--- config.mk ---
export PLATFORM = sky130hd
export DESIGN_NAME = watchdog_timer
export DESIGN_NICKNAME = d
export VERILOG_FILES = /design/src/wdt_pkg.sv /design/src/watchdog_timer.sv /design/src/wdt_osc_tick.sv
export SDC_FILE = /design/constraint.sdc
export NUM_CORES = 1
export LEC_CHECK = 0
export ABC_CLOCK_PERIOD_IN_PS = 3100
export BUFFER_PORTS_ARGS = -buffer_cell sky130_fd_sc_hd__buf_2
export CAP_MARGIN = 5
export CORE_MARGIN = 2
export CORE_UTILIZATION = 45
export DETAILED_ROUTE_END_ITERATION = 6
export HOLD_SLACK_MARGIN = 0.12
export PLACE_DENSITY = 0.79
export SYNTH_ARGS = -nofsm -noshare
export SYNTH_HDL_FRONTEND = slang
export SYNTH_SLANG_ARGS = --single-unit
--- constraint.sdc ---
create_clock -name clock -period 3.1 [get_ports clock]
set_clock_uncertainty 0.15 [all_clocks]
set_input_delay 0.31 -clock clock [delete_from_list [all_inputs] [get_ports clock]]
set_output_delay 0.31 -clock clock [all_outputs]
set_load 0.1 [all_outputs]
--- src/wdt_pkg.sv ---
// Package with register map, field layout and timing constants for the watchdog block
package wdt_pkg;

  // ****************************************
  // Register offsets (byte addresses)
  // ****************************************
  localparam logic [7:0] ctrl_offset     = 8'h00;
  localparam logic [7:0] cause_offset    = 8'h04;
  localparam logic [7:0] irq_stat_offset = 8'h08;
  localparam logic [7:0] irq_mask_offset = 8'h0C;
  localparam logic [7:0] restart_offset  = 8'h10;

  // ****************************************
  // Field positions and reset values
  // ****************************************
  localparam int          change_en_bit   = 4;
  localparam int          enable_bit      = 3;
  localparam int          dog_flag_bit    = 3;
  localparam logic [2:0]  sel_reset       = 3'h0;
  localparam logic [1:0]  irq_reset       = 2'h0;
  localparam logic [2:0]  window_cycles   = 3'h4;

  // ****************************************
  // Timing
  // ****************************************
  localparam int          sys_clock_hz    = 40000000;
  localparam int          dog_osc_hz      = 1000000;
  localparam int          base_cycles     = 16384;
  localparam int          osc_div         = sys_clock_hz / dog_osc_hz;

  // Control register image
  typedef struct packed {
    logic [2:0] reserved;
    logic       change_en;
    logic       enable;
    logic [2:0] timeout_select;
  } watchdog_control_t;

endpackage : wdt_pkg

--- src/watchdog_timer.sv ---
// Watchdog timer with timed unlock, APB slave, reset cause flag and interrupt
//
// The address map and the APB register port were left to the implementer.
`timescale 1ns/1ps
module watchdog_timer
  import wdt_pkg::*;
#(
  parameter int OSC_DIV   = osc_div,
  parameter int BASE_CNT  = base_cycles
) (
  input  wire logic        clock,
  input  wire logic        rst_n,
  input  wire logic        por_n,
  input  wire logic        always_on_fuse,
  input  wire logic        restart_instruction,
  input  wire logic        psel,
  input  wire logic        penable,
  input  wire logic        pwrite,
  input  wire logic [7:0]  paddr,
  input  wire logic [31:0] pwdata,
  output logic      [31:0] prdata,
  output logic             pready,
  output logic             pslverr,
  output logic             chip_reset,
  output logic             irq
);

  // ****************************************
  // Bus decode
  // ****************************************
  logic        wr_en;
  logic        rd_en;
  logic        wr_ctrl;
  logic        wr_cause;
  logic        wr_mask;
  logic        wr_restart;
  logic        rd_stat;
  logic        mapped;
  logic        fuse_q;
  logic        fuse_s1_q;
  logic        fuse_s2_q;
  logic        fuse_s3_q;
  logic        enable_q;
  logic        change_en_q;
  logic [2:0]  window_q;
  logic [2:0]  sel_q;
  logic        dog_flag_q;
  logic [1:0]  irq_stat_q;
  logic [1:0]  irq_mask_q;
  logic [21:0] count_q;
  logic [21:0] limit;
  logic        osc_tick;
  logic        timeout;
  logic        enable_eff;
  logic        wr_change;
  logic        wr_enable;
  logic [2:0]  wr_sel;
  logic        window_open;
  logic        unlock_write;

  assign wr_en      = psel && penable && pwrite;
  assign rd_en      = psel && penable && !pwrite;
  assign mapped     = (paddr == ctrl_offset) || (paddr == cause_offset) || (paddr == irq_stat_offset)
                      || (paddr == irq_mask_offset) || (paddr == restart_offset);
  assign wr_ctrl    = wr_en && (paddr == ctrl_offset);
  assign wr_cause   = wr_en && (paddr == cause_offset);
  assign wr_mask    = wr_en && (paddr == irq_mask_offset);
  assign wr_restart = wr_en && (paddr == restart_offset);
  // Clear on the setup edge, where the read image is latched, so no event is lost
  assign rd_stat    = psel && !penable && !pwrite && (paddr == irq_stat_offset);

  assign wr_change    = pwdata[change_en_bit];
  assign wr_enable    = pwdata[enable_bit];
  assign wr_sel       = pwdata[2:0];
  assign window_open  = change_en_q;
  assign unlock_write = wr_ctrl && wr_change && wr_enable;
  assign enable_eff   = fuse_q || enable_q;

  // ****************************************
  // Fuse capture after reset release
  // ****************************************
  // Pin is asynchronous: three stages, accepted once stages two and three agree
  always_ff @(posedge clock or negedge rst_n) begin
    if (!rst_n) begin
      fuse_s1_q <= 1'b0;
      fuse_s2_q <= 1'b0;
      fuse_s3_q <= 1'b0;
      fuse_q    <= 1'b0;
    end else begin
      fuse_s1_q <= always_on_fuse;
      fuse_s2_q <= fuse_s1_q;
      fuse_s3_q <= fuse_s2_q;
      if (fuse_s2_q == fuse_s3_q) begin
        fuse_q <= fuse_s3_q;
      end
    end
  end

  // ****************************************
  // Change-enable window
  // ****************************************
  always_ff @(posedge clock or negedge rst_n) begin
    if (!rst_n) begin
      change_en_q <= 1'b0;
      window_q    <= 3'h0;
    end else if (unlock_write) begin
      change_en_q <= 1'b1;
      window_q    <= window_cycles;
    end else if (window_q == 3'h1) begin
      change_en_q <= 1'b0;
      window_q    <= 3'h0;
    end else if (window_q != 3'h0) begin
      window_q    <= window_q - 3'h1;
    end
  end

  // ****************************************
  // Enable and timeout select
  // ****************************************
  always_ff @(posedge clock or negedge rst_n) begin
    if (!rst_n) begin
      enable_q <= 1'b0;
    end else if (wr_ctrl) begin
      if (wr_enable) begin
        enable_q <= 1'b1;
      end else if (window_open && !wr_change) begin
        enable_q <= 1'b0;
      end
    end
  end

  always_ff @(posedge clock or negedge rst_n) begin
    if (!rst_n) begin
      sel_q <= sel_reset;
    end else if (wr_ctrl && window_open && !wr_change) begin
      sel_q <= wr_sel;
    end
  end

  // ****************************************
  // Watchdog counter
  // ****************************************
  wdt_osc_tick #(
    .DIV (OSC_DIV)
  ) u_tick (
    .clock (clock),
    .rst_n (rst_n),
    .tick  (osc_tick)
  );

  assign limit   = 22'(BASE_CNT) << sel_q;
  assign timeout = enable_eff && osc_tick && (count_q == limit - 22'h1);

  always_ff @(posedge clock or negedge rst_n) begin
    if (!rst_n) begin
      count_q <= 22'h0;
    end else if (!enable_eff || restart_instruction || wr_restart || timeout) begin
      count_q <= 22'h0;
    end else if (osc_tick) begin
      count_q <= count_q + 22'h1;
    end
  end

  always_ff @(posedge clock or negedge rst_n) begin
    if (!rst_n) begin
      chip_reset <= 1'b0;
    end else begin
      chip_reset <= timeout;
    end
  end

  // ****************************************
  // Reset cause flag (kept through chip reset)
  // ****************************************
  always_ff @(posedge clock or negedge por_n) begin
    if (!por_n) begin
      dog_flag_q <= 1'b0;
    end else if (timeout) begin
      dog_flag_q <= 1'b1;
    end else if (wr_cause && !pwdata[dog_flag_bit]) begin
      dog_flag_q <= 1'b0;
    end
  end

  // ****************************************
  // Interrupt status and mask
  // ****************************************
  always_ff @(posedge clock or negedge rst_n) begin
    if (!rst_n) begin
      irq_stat_q <= irq_reset;
    end else begin
      irq_stat_q <= (rd_stat ? 2'h0 : irq_stat_q) | {timeout, unlock_write};
    end
  end

  always_ff @(posedge clock or negedge rst_n) begin
    if (!rst_n) begin
      irq_mask_q <= irq_reset;
    end else if (wr_mask) begin
      irq_mask_q <= pwdata[1:0];
    end
  end

  always_ff @(posedge clock or negedge rst_n) begin
    if (!rst_n) begin
      irq <= 1'b0;
    end else begin
      irq <= |(irq_stat_q & irq_mask_q);
    end
  end

  // ****************************************
  // APB read data and response
  // ****************************************
  always_ff @(posedge clock or negedge rst_n) begin
    if (!rst_n) begin
      prdata  <= 32'h0;
      pready  <= 1'b0;
      pslverr <= 1'b0;
    end else begin
      pready  <= psel && !penable;
      pslverr <= psel && !penable && !mapped;
      if (psel && !penable && !pwrite) begin
        if (paddr == ctrl_offset) begin
          prdata <= {27'h0, change_en_q, enable_eff, sel_q};
        end else if (paddr == cause_offset) begin
          prdata <= {28'h0, dog_flag_q, 3'h0};
        end else if (paddr == irq_stat_offset) begin
          prdata <= {30'h0, irq_stat_q};
        end else if (paddr == irq_mask_offset) begin
          prdata <= {30'h0, irq_mask_q};
        end else begin
          prdata <= 32'h0;
        end
      end
    end
  end

endmodule : watchdog_timer

--- src/wdt_osc_tick.sv ---
// Divider producing the watchdog oscillator tick enable
`timescale 1ns/1ps
module wdt_osc_tick
  import wdt_pkg::*;
#(
  parameter int DIV = osc_div
) (
  input  wire logic clock,
  input  wire logic rst_n,
  output logic      tick
);

  logic [15:0] cnt_q;

  always_ff @(posedge clock or negedge rst_n) begin
    if (!rst_n) begin
      cnt_q <= 16'h0000;
      tick  <= 1'b0;
    end else if (cnt_q == 16'(DIV - 1)) begin
      cnt_q <= 16'h0000;
      tick  <= 1'b1;
    end else begin
      cnt_q <= cnt_q + 16'h0001;
      tick  <= 1'b0;
    end
  end

endmodule : wdt_osc_tick

-- Word level (Yosys, flattened, before mapping)
Index checks and enable logic that the tools add are counted.
- output and inout bits: 36
- word-level logic and storage cells: 93
- input port bits: 48
- register bits: 92
- muxes and demuxes: 18
- add/sub/neg operators: 4
- reductions and logical operators: 41
- bitwise logic cells: 2
- shift-type cells: 1
- equality and inequality tests: 8
- operators by type and width (cell ; number):
    22-bit two-way mux ; 2
    22-bit by 1-bit adder with 22-bit output (second input constant) ; 1
    22-bit equality test ; 1
    15-bit by 3-bit << shifter with 22-bit output (first input constant) ; 1
    22-bit by 1-bit subtractor with 22-bit output (second input constant) ; 1
    1-bit logical AND ; 18
    16-bit by 1-bit adder with 16-bit output (second input constant) ; 1
    16-bit by 6-bit equality test with 1-bit output (second input constant) ; 1
    8-bit by 4-bit equality test with 1-bit output (second input constant) ; 2
    16-bit two-way mux ; 1
    3-bit two-way mux ; 3
    8-bit by 3-bit equality test with 1-bit output (second input constant) ; 1
    8-bit by 5-bit equality test with 1-bit output (second input constant) ; 1
    8-bit logical NOT ; 1
    1-bit logical OR ; 8
    2-bit nonzero test ; 4
    1-bit two-way mux ; 7
    1-bit logical NOT ; 6
    2-bit two-way mux ; 3
    3-bit nonzero test ; 2
    5-bit two-way mux ; 1
    4-bit two-way mux ; 1
    3-bit by 1-bit equality test with 1-bit output (second input constant) ; 1
    3-bit by 1-bit subtractor with 3-bit output (second input constant) ; 1
    other kinds (5) ; 5

-- Logic depth before layout (Yosys ltp)
Gate-level depths: netlist of run 1.
- depth in word-level cells: 7
- depth in mapped cells: 8
- mapped depth without buffers: 6

-- Cells and area by module
A second synthesis of run 1 with hierarchy kept.
- cells, all modules: 335
- area, all modules: 3379.5 µm²
- modules (own cells, without submodules) (module ; seq. area each (µm²) ; area each (µm²) ; times used ; cells each):
    watchdog_timer ; 1201.2 ; 2608.8 ; 1 ; 266
    wdt_osc_tick ; 425.4 ; 770.7 ; 1 ; 69

-- Worst setup path before layout of run 1
OpenSTA, ideal clock, no wires.
- kind: register to register
- from: register count_q[0]
- to: register count_q[17]
- data required time: 2.831 ns
- stages on the path, launching flop included: 8
- clock period less this slack: 2.194 ns
- setup time: 0.119 ns
- buffers on the path: 1
- setup slack: 0.906 ns
- arrival time: 1.925 ns
- cells stage by stage: dfrtp_1 ha_1 nand4_2 or4_4 a221o_1 o21bai_4 buf_6 nor2_1
- longest elaborated chain between the ends: 4
- elaborated cells on any way between the ends: 7
- classes of those cells: add/sub (1); eq/ne (1); mux (2); reduce/logical (3)
- RTL lines (what ; RTL line ; RTL):
    start: declaration ; watchdog_timer.sv:50 ; logic [21:0] count_q;
    start signal: assignment ; watchdog_timer.sv:160 ; count_q <= count_q + 22'h1;
    branches (longest 4 deep; another with 22-bit by 1-bit adder with 22-bit output) ; - ;
Several ways; the timed one is not identified. The select of a mux whose other input is x is not followed.
A chain may end at the register's enable or synchronous reset.

-- Worst setup path in the final report of run 1
- from: register count_q[0]
- to: register count_q[3]
The elaborated chain is that of the path after synthesis.

==> out/results.txt, run 1 <==
The Yosys warning count is 0, and the endpoint required time on the critical path is 3160 ps. Cell type of the slowest stage on the worst timing path: sky130_fd_sc_hd__or4_4. The logs give 6240 um for the total routed wirelength and 0.166 for the global-route total usage across every layer.

The floorplan has 31 rows. The cell depth of the worst min-delay path was 2; the global-route track usage on met3 was 0.0528. Power spread over the standard cell area amounts to 524 nW/um2. The number of global-route vias before repair was 2422.

The peak per-stage delay on the critical path was 590 ps. TritonCTS created 9 clock buffers. STA classifies the critical path endpoint as a flop. For the least setup slack across all paths after layout, the log shows 618 ps.

The tools report the launch point of the worst path as count_q[0]. The placeable core region is 7210 um2. The run gives 2540 ps as the arrival time of data at the critical path endpoint. The sum of overflow across all layers after global routing was 0; the combined area of all synthesized cells was 3320 um2. For the final-report hold violation count, the log shows 0. The area growth from synthesis to layout is 13.9%, and the clock-pin slew on the worst setup and hold paths is 70 ps.

Broken down by cell family, the worst path's largest delay share belongs to simple AND/OR/NAND/NOR gates. A synthesized cell averages 10.0 um2. Timing would allow up to 403 MHz. The tools report the clock tree root driver cell as sky130_fd_sc_hd__clkbuf_8.

The run gives 0.657 as the tightest slew margin relative to the limit. The clock period could shrink to 2480 ps. Leakage power of the design: 1.78 nW. Summing all flip-flop and latch instances after layout gives 1630 um2. The run gives 340 ps as the clock latency on the worst-skew pair. The initial standard-cell utilization of the core is 0.460, and the ratio of final minimum period to clock period is 0.801.

In this run the count of I/O pins placed on the die edge is 84. Detailed placement ended at an HPWL of 4280 um. For the number of max-slew violations in the final report, the log shows 0. The async set-or-reset flop fraction in the synthesized netlist was 1.00; the met2 track demand over resource was 0.280. The pin slew with the least headroom to its limit was 511 ps; the horizontal die dimension was 89.9 um. Final weighted congestion in routability-driven placement: 0.863.

The tools report the sink count of the clock tree as 65. Setup repair after global routing left no endpoint under its margin. For the worst hold slack, the log shows 166 ps. The clock passes through at most 2 buffers. The tools report the count of different cell masters after synthesis as 50. The number of port buffers is 29. Busiest metal layer after global routing: met2. The final antenna-violating net count came out at 0. After clock tree synthesis, the setup repair step added 0 buffers.

The part of the Yosys area used for sequential elements was 0.490. The first-pass detailed-route iteration total is 5, and the overall die area is 8080 um2. For the area taken by multi-input logic gates, the log shows 1510 um2. The synthesized design contains 0 enable-type register cells.

The per-cell routed wire length was 13.0 um. Setup total negative slack on the finished layout was measured at 0 ps. The worst hold path terminates at prdata[3]. In this run the worst path has a maximum fanout of 16.

The die span in y is 89.9 um. STA classifies the critical path startpoint as a flop. Counting cells, the worst reg-to-reg path comes to 6. The tools report the number of fill cells as 638. The critical path goes through ha_1 > nand4_2 > or4_4 > a221o_1 > o21bai_4 > nor2b_1.

Entering global routing, the biggest net connects 36 pins. The share of final-layout standard cells stronger than drive strength 1 is 0.152. The hold path startpoint is paddr[3]. The startpoint of the worst-slack reg-to-reg timing path was count_q[0]. After technology mapping, the gate count stands at 332. After detailed routing, the number of remaining DRC violations is 0. Initial DRC count: 128. End of the worst register-to-register path: count_q[3]. The global routing met1 resource utilization came out at 0.195. Among all flip-flop cells after synthesis, the most frequent one is sky130_fd_sc_hd__dfrtp_1. The worst min-delay path category is input pin to flop. OpenSTA, run right after detailed placement, puts the worst setup slack at 635 ps. For flop-to-flop paths, the worst setup slack is 620 ps.

For the total power, the log shows 0.00198 W. For the number of antenna violations at the first check in global routing, the log shows 0. The number of H-tree levels came out at 3.

Highest ir drop seen on vdd: 0.000230 V. The run finished with clean final reports. After detailed routing, the number of vias per cell comes to 5.06. Number of diodes added for antenna fixing: 0. The number of register bits inferred by synthesis works out to 65. The setup path with the least slack is of type flop to flop.

TritonCTS built the clock tree. The number of buffers and inverters on the critical path is 0. The net total in the final layout was 429; the first-pass GRT wire length was 10700 um.

For this block, the via count after detailed routing is 2428. Across the run, the number of max-cap violations was 0. Setup violations remaining at the end of the flow were counted as 0.
==> worst max path at each step <==
stage	to	slack, ps	depth (start not counted)
3_3_place_gp	count_q[20]	700	6
4_1_cts	count_q[3]	600	6
6_report	count_q[3]	620	6
5_1_grt	count_q[4]	450	6
3_5_place_dp	count_q[3]	640	6
2_1_floorplan	count_q[17]	910	7
==> synth_stat cells (3+ instances only) <==
master	count	share of area
sky130_fd_sc_hd__dfrtp_1	65	0.49
sky130_fd_sc_hd__nor2_1	40	0.045
sky130_fd_sc_hd__nand2_1	31	0.035
sky130_fd_sc_hd__buf_4	27	0.061
sky130_fd_sc_hd__xor2_1	20	0.053
sky130_fd_sc_hd__nand3_1	17	0.026
sky130_fd_sc_hd__xnor2_1	13	0.034
sky130_fd_sc_hd__inv_1	9	0.010
sky130_fd_sc_hd__nor3_1	9	0.014
sky130_fd_sc_hd__o21ai_0	9	0.014
sky130_fd_sc_hd__and3_1	8	0.015
sky130_fd_sc_hd__nand4_1	8	0.015
sky130_fd_sc_hd__clkbuf_1	6	0.0068
sky130_fd_sc_hd__nor2b_1	6	0.011
sky130_fd_sc_hd__ha_1	5	0.019
sky130_fd_sc_hd__mux2_2	5	0.017
sky130_fd_sc_hd__a21oi_1	4	0.0060
sky130_fd_sc_hd__o31ai_1	4	0.0090
sky130_fd_sc_hd__a22o_1	3	0.0079
sky130_fd_sc_hd__mux2i_1	3	0.0090
sky130_fd_sc_hd__nand2b_1	3	0.0057
==> power breakdown <==
group | switching (W) | total [W] | internal, W | leakage [nW]
clock network | 0.000308 | 0.000744 | 0.000437 | 0.107
registers | 0.0000219 | 0.000898 | 0.000876 | 0.870
logic | 0.000259 | 0.000341 | 0.0000821 | 0.807
==> placed cells by master, fill, tap and decap left out, types with 2 or more instances in the layout <==
cell	count
sky130_fd_sc_hd__inv_1	9
sky130_fd_sc_hd__xnor2_1	13
sky130_fd_sc_hd__nand2_1	31
sky130_fd_sc_hd__nor2_1	40
sky130_fd_sc_hd__a22o_1	3
sky130_fd_sc_hd__nor2b_1	6
sky130_fd_sc_hd__clkbuf_1	2
sky130_fd_sc_hd__nand2b_1	3
sky130_fd_sc_hd__a221o_1	2
sky130_fd_sc_hd__dfrtp_1	65
sky130_fd_sc_hd__and3_1	8
sky130_fd_sc_hd__o31ai_1	4
sky130_fd_sc_hd__clkbuf_8	12
sky130_fd_sc_hd__dlygate4sd3_1	11
sky130_fd_sc_hd__o41ai_1	2
sky130_fd_sc_hd__ha_1	5
sky130_fd_sc_hd__mux2_2	5
sky130_fd_sc_hd__xor2_1	20
sky130_fd_sc_hd__nand3_1	17
sky130_fd_sc_hd__or4_4	2
sky130_fd_sc_hd__nor3_1	9
sky130_fd_sc_hd__a21oi_1	4
sky130_fd_sc_hd__nand4_2	2
sky130_fd_sc_hd__nand4_1	8
sky130_fd_sc_hd__mux2i_1	3
sky130_fd_sc_hd__nor4_1	2
sky130_fd_sc_hd__buf_4	3
sky130_fd_sc_hd__a31oi_1	2
sky130_fd_sc_hd__or3_1	2
sky130_fd_sc_hd__conb_1	27
sky130_fd_sc_hd__o21ai_0	9
sky130_fd_sc_hd__or4_1	2
sky130_fd_sc_hd__buf_2	29
==> metal layers <==
metal  vias to the layer above  part of all wire
met5                         -                 0
met4                         0             0.025
met3                        17             0.053
met2                        88              0.50
met1                      1149              0.43
li1                       1174                 -
==> state kept, by name, indices dropped and copies added (netlist names), 2 cells and up <==
name and flops:
count_q 22, u_tick.cnt_q 16, prdata 5, sel_q 3, window_q 3, irq_mask_q 2
irq_stat_q 2
==> cell type report <==
| cell class | count | share of cell area |
|---|---|---|
| clock buffers | 14 | 0.0457 |
| clock inverters | 2 | 0.00926 |
| inverters | 9 | 0.00893 |
| well taps | 99 | 0.0327 |
| multi-input cells | 248 | 0.400 |
| repair buffers | 43 | 0.0734 |
| flip-flops and latches | 65 | 0.430 |
==> repair_timing <==
| action | in CTS | in global routing |
|---|---|---|
| endpoints found under the setup margin | 0 | 0 |
| resized for setup | 0 | 0 |
| endpoints found under the hold margin | 75 | 0 |
| hold buffers | 11 | 0 |
==> stage by stage <==
stage                     area (um2)  cells   util
after floorplan                 3420    358      -
after global placement          3460    453  0.480
after detailed placement        3460    453  0.480
after CTS                       3780    480  0.524
after global routing            3780    480  0.524
final                           3780    480  0.524
==> logic make-up (layout without fill, tap and decap cells) <==
group / Yosys count / after routing / synth area share
other cells: 1 / 27 / 0.00113
flops: 65 / 65 / 0.490
simple gates: 137 / 137 / 0.207
compound gates: 37 / 37 / 0.0833
buf+inv: 45 / 68 / 0.0840
xor+xnor: 33 / 33 / 0.0870
fa+ha+maj: 6 / 6 / 0.0219
mux: 8 / 8 / 0.0260
==> worst reg2reg max path, cell delays in order, from the launching register on <==
cell                       delay (ps)
sky130_fd_sc_hd__dfrtp_1          390
sky130_fd_sc_hd__ha_1             200
sky130_fd_sc_hd__nand4_2          230
sky130_fd_sc_hd__or4_4            590
sky130_fd_sc_hd__a221o_1          320
sky130_fd_sc_hd__o21bai_4         380
sky130_fd_sc_hd__nor2b_1          100
Note: power is estimated with default switching activity, not from simulation.
==> run 2: changes to the inputs <==
--- a/config.mk
+++ b/config.mk
@@ -5,14 +5,14 @@
 export SDC_FILE = /design/constraint.sdc
 export NUM_CORES = 1
 export LEC_CHECK = 0
-export ABC_CLOCK_PERIOD_IN_PS = 3100
+export ABC_CLOCK_PERIOD_IN_PS = 2029
 export BUFFER_PORTS_ARGS = -buffer_cell sky130_fd_sc_hd__buf_2
 export CAP_MARGIN = 5
 export CORE_MARGIN = 2
 export CORE_UTILIZATION = 45
 export DETAILED_ROUTE_END_ITERATION = 6
 export HOLD_SLACK_MARGIN = 0.12
-export PLACE_DENSITY = 0.79
+export PLACE_DENSITY = 0.82
 export SYNTH_ARGS = -nofsm -noshare
 export SYNTH_HDL_FRONTEND = slang
 export SYNTH_SLANG_ARGS = --single-unit
==> constraint.sdc (replaced) <==
create_clock -name clock -period 2.03 [get_ports clock]
set_clock_uncertainty 0.15 [all_clocks]
set_input_delay 0.203 -clock clock [delete_from_list [all_inputs] [get_ports clock]]
set_output_delay 0.203 -clock clock [all_outputs]
set_load 0.1 [all_outputs]
==> out/results.txt, run 2 (same netlist as run 1, synthesis figures left out) <==
The net total in the final layout came out at 456 (+6.3%). The largest registers in the layout are count_q x22, u_tick.cnt_q x16, prdata x5. The detailed-route via count is 2533 (+4.3%).

The arrival time of data at the critical path endpoint came out at 2160 ps (-380 ps). The flip-flop and latch area was 1630 um2 (about the same); the instance count after placement with tap cells included was 477 (+5.3%). The peak per-stage delay on the critical path was 500 ps (-90 ps); the die span in y was 89.9 um (unchanged). The critical-path maximum fanout is 10 (-6), and the area taken by multi-input logic gates is 1530 um2 (+1.4%).

Leaving out fill and tap cells, the most frequent cells in the layout are 64 x sky130_fd_sc_hd__dfrtp_1, 39 x sky130_fd_sc_hd__nor2_1, 31 x sky130_fd_sc_hd__nand2_1. The total routed wirelength is 6560 um (+5.1%). The detailed-route vias per instance works out to 5.01 (-1.0%).

The commonest non-fill, non-tap cell in the layout is sky130_fd_sc_hd__dfrtp_1. The number of fill cells was 621 (-2.7%); the placeable core region was 7210 um2 (unchanged). The buffer and inverter count on the worst path works out to 1 (+1). The cell area after placement is 3670 um2 (+5.9%).

The run gives 0 (unchanged) as the number of antenna violations at the first check in global routing. The final cell count without fillers was 506 (+5.4%); the first-pass detailed-route iteration total was 4 (-1). The count of maximum capacitance violations was 0 (unchanged); the number of H-tree levels was 3 (unchanged). The deepest clock path buffer count is 2 (unchanged), and the endpoint required time on the critical path is 2100 ps (-1060 ps). The minimum clock period is 2090 ps (-390 ps), and the overall die area is 8080 um2 (unchanged).

The sum of overflow across all layers after global routing is 0 (unchanged). For the final antenna-violating net count, the log shows 0 (unchanged). More flip-flops sit in one register than any other, and that register is count_q. The number of port buffers came out at 29 (unchanged). Worst setup timing slack at the placement stage: -92.4 ps (-728 ps).

Highest clock rate: 478 MHz (+19%). The run gives 1.93 nW (+8.2%) as the leakage power of the design. The per-cell routed wire length works out to 13.0 um (-0.26%).

The clock-pin slew on the worst setup and hold paths is 70 ps (about the same). For the least setup slack across all paths after layout, the log shows -61.2 ps (-680 ps). The horizontal die dimension was 89.9 um (unchanged). For the finished layout cell area, the log shows 4030 um2 (+6.6%).

The worst setup path is launched from a flop. The flip-flop count of the largest register after layout came out at 22 (unchanged). TritonCTS built the clock tree.

For the total CTS buffers, the log shows 9 (unchanged). The root buffer cell chosen for the clock tree is sky130_fd_sc_hd__clkbuf_8. The pin count of the biggest net entering global routing came out at 46 (+28%). The tools report the I/O pin count as 84 (unchanged). For the final HPWL from detailed placement, the log shows 4490 um (+5.1%).

The worst setup path is captured at a flop. The post-CTS setup-driven buffer insertion count is 0 (unchanged), and the ratio of final minimum period to clock period is 1.03 (+0.230). The DRC violations left came out at 0 (unchanged). The flow ran to the end, but the final reports show violations. The path class of the tightest hold or removal check is input pin to flop. The initial standard-cell utilization of the core is 0.460 (unchanged). Cell type of the slowest stage on the worst timing path: sky130_fd_sc_hd__or4_4. The number of global-route vias before repair is 2493 (+2.9%). The checks that failed: negative setup slack.

The critical path's top delay family was simple AND/OR/NAND/NOR gates. Final weighted congestion in routability-driven placement: 0.873 (+1.1%). The first-pass GRT wire length is 11000 um (+2.6%).

For the global-route total usage across every layer, the log shows 0.166 (+0.000484). The placement row count is 31 (unchanged), and the final core utilization is 0.559 (+0.0349). Count of endpoints failing setup in the final report: 16 (+16).

Setup repair after global routing could not meet its margin everywhere. The critical path goes through ha_2 > nand4_4 > or4_4 > a221o_1 > o21bai_4 > buf_6 > nor2_1. The share of final-layout standard cells stronger than drive strength 1 is 0.209 (+0.0566). From synthesis to final layout, the design area changed by 21.5%.

For the initial DRC count, the log shows 101 (-21%). The logs give 0.000374 V (+63%) for the highest ir drop seen on vdd and 128 ps (-37.6 ps) for the worst hold slack. The number of max-slew violations in the final report came out at 0 (unchanged). The power per unit of standard cell area was 767 nW/um2 (+46%); the clock latency on the worst-skew pair was 340 ps (about the same). The critical path start-end classification was flop to flop.

The sink count of the clock tree is 65 (unchanged). The run gives 0 (unchanged) as the number of diodes added for antenna fixing. Final-report hold violation count: 0 (unchanged).
## run 2: cell types whose count changed in the layout (fill, tap and decap cells not counted), sizes merged
| cell | before | now |
|---|---|---|
| dlygate4sd3 | 11 | 14 |
| bufinv | 1 | 2 |
| clkbuf | 14 | 12 |
| buf | 32 | 56 |
## run 2: through the flow
stage	setup TNS, ps	total power [W]
floorplan	-1480	0.00185
global placement	-759	0.00189
detailed placement	-1280	0.00191
CTS	-1120	0.00311
global route	-2030	0.00322
finish	-856	0.00309
## run 2: worst min-delay path, cell delays in order
cell                      delay [ps]
sky130_fd_sc_hd__buf_2           160
sky130_fd_sc_hd__nand3_1          90
sky130_fd_sc_hd__o31ai_1          60
sky130_fd_sc_hd__o21ai_0          70
## run 2: power by group
| part | total [W] | switching (W) | internal, W | leakage, nW |
|---|---|---|---|---|
| sequential | 0.00137 | 0.0000323 | 0.00134 | 0.869 |
| clock | 0.00119 | 0.000472 | 0.000718 | 0.106 |
| combinational | 0.000534 | 0.000394 | 0.000141 | 0.955 |
| total | 0.00309 | 0.000898 | 0.00220 | 1.93 |
## run 2: timing repair
item | in CTS | in global routing
endpoints found under the hold margin | 81 | 0
hold buffers | 14 | 0
gates resized for setup | 1 | 3
pin swaps | 0 | 1
endpoints found under the setup margin | 16 | 21
## run 2: layer usage
| metal | track usage | wire length [um] |
|---|---|---|
| met5 | 0 | 0 |
| met4 | 0.0628 | 103 |
| met2 | 0.290 | 3290 |
| met1 | 0.207 | 2900 |
| met3 | 0.0285 | 273 |
## run 2: area by class of cell
type                       count  area share
sequential                    65       0.404
multi-input combinational    248       0.380
timing repair buffer          70       0.125
clock buffer                  12      0.0360
tap                           99      0.0307
clock inverter                 3      0.0161
inverter                       9     0.00837
## run 2: final timing paths
path	start	end	slack, ps	cells past startpoint
max	count_q[0]	count_q[1]	-60	7
min reg2reg	fuse_s1_q	fuse_s2_q	200	0
min	paddr[2]	dog_flag_q	130	4
max reg2reg	count_q[0]	count_q[1]	-60	7
min in group asynchronous	rst_n	fuse_s1_q	200	2
max in group asynchronous	rst_n	sel_q[2]	930	3
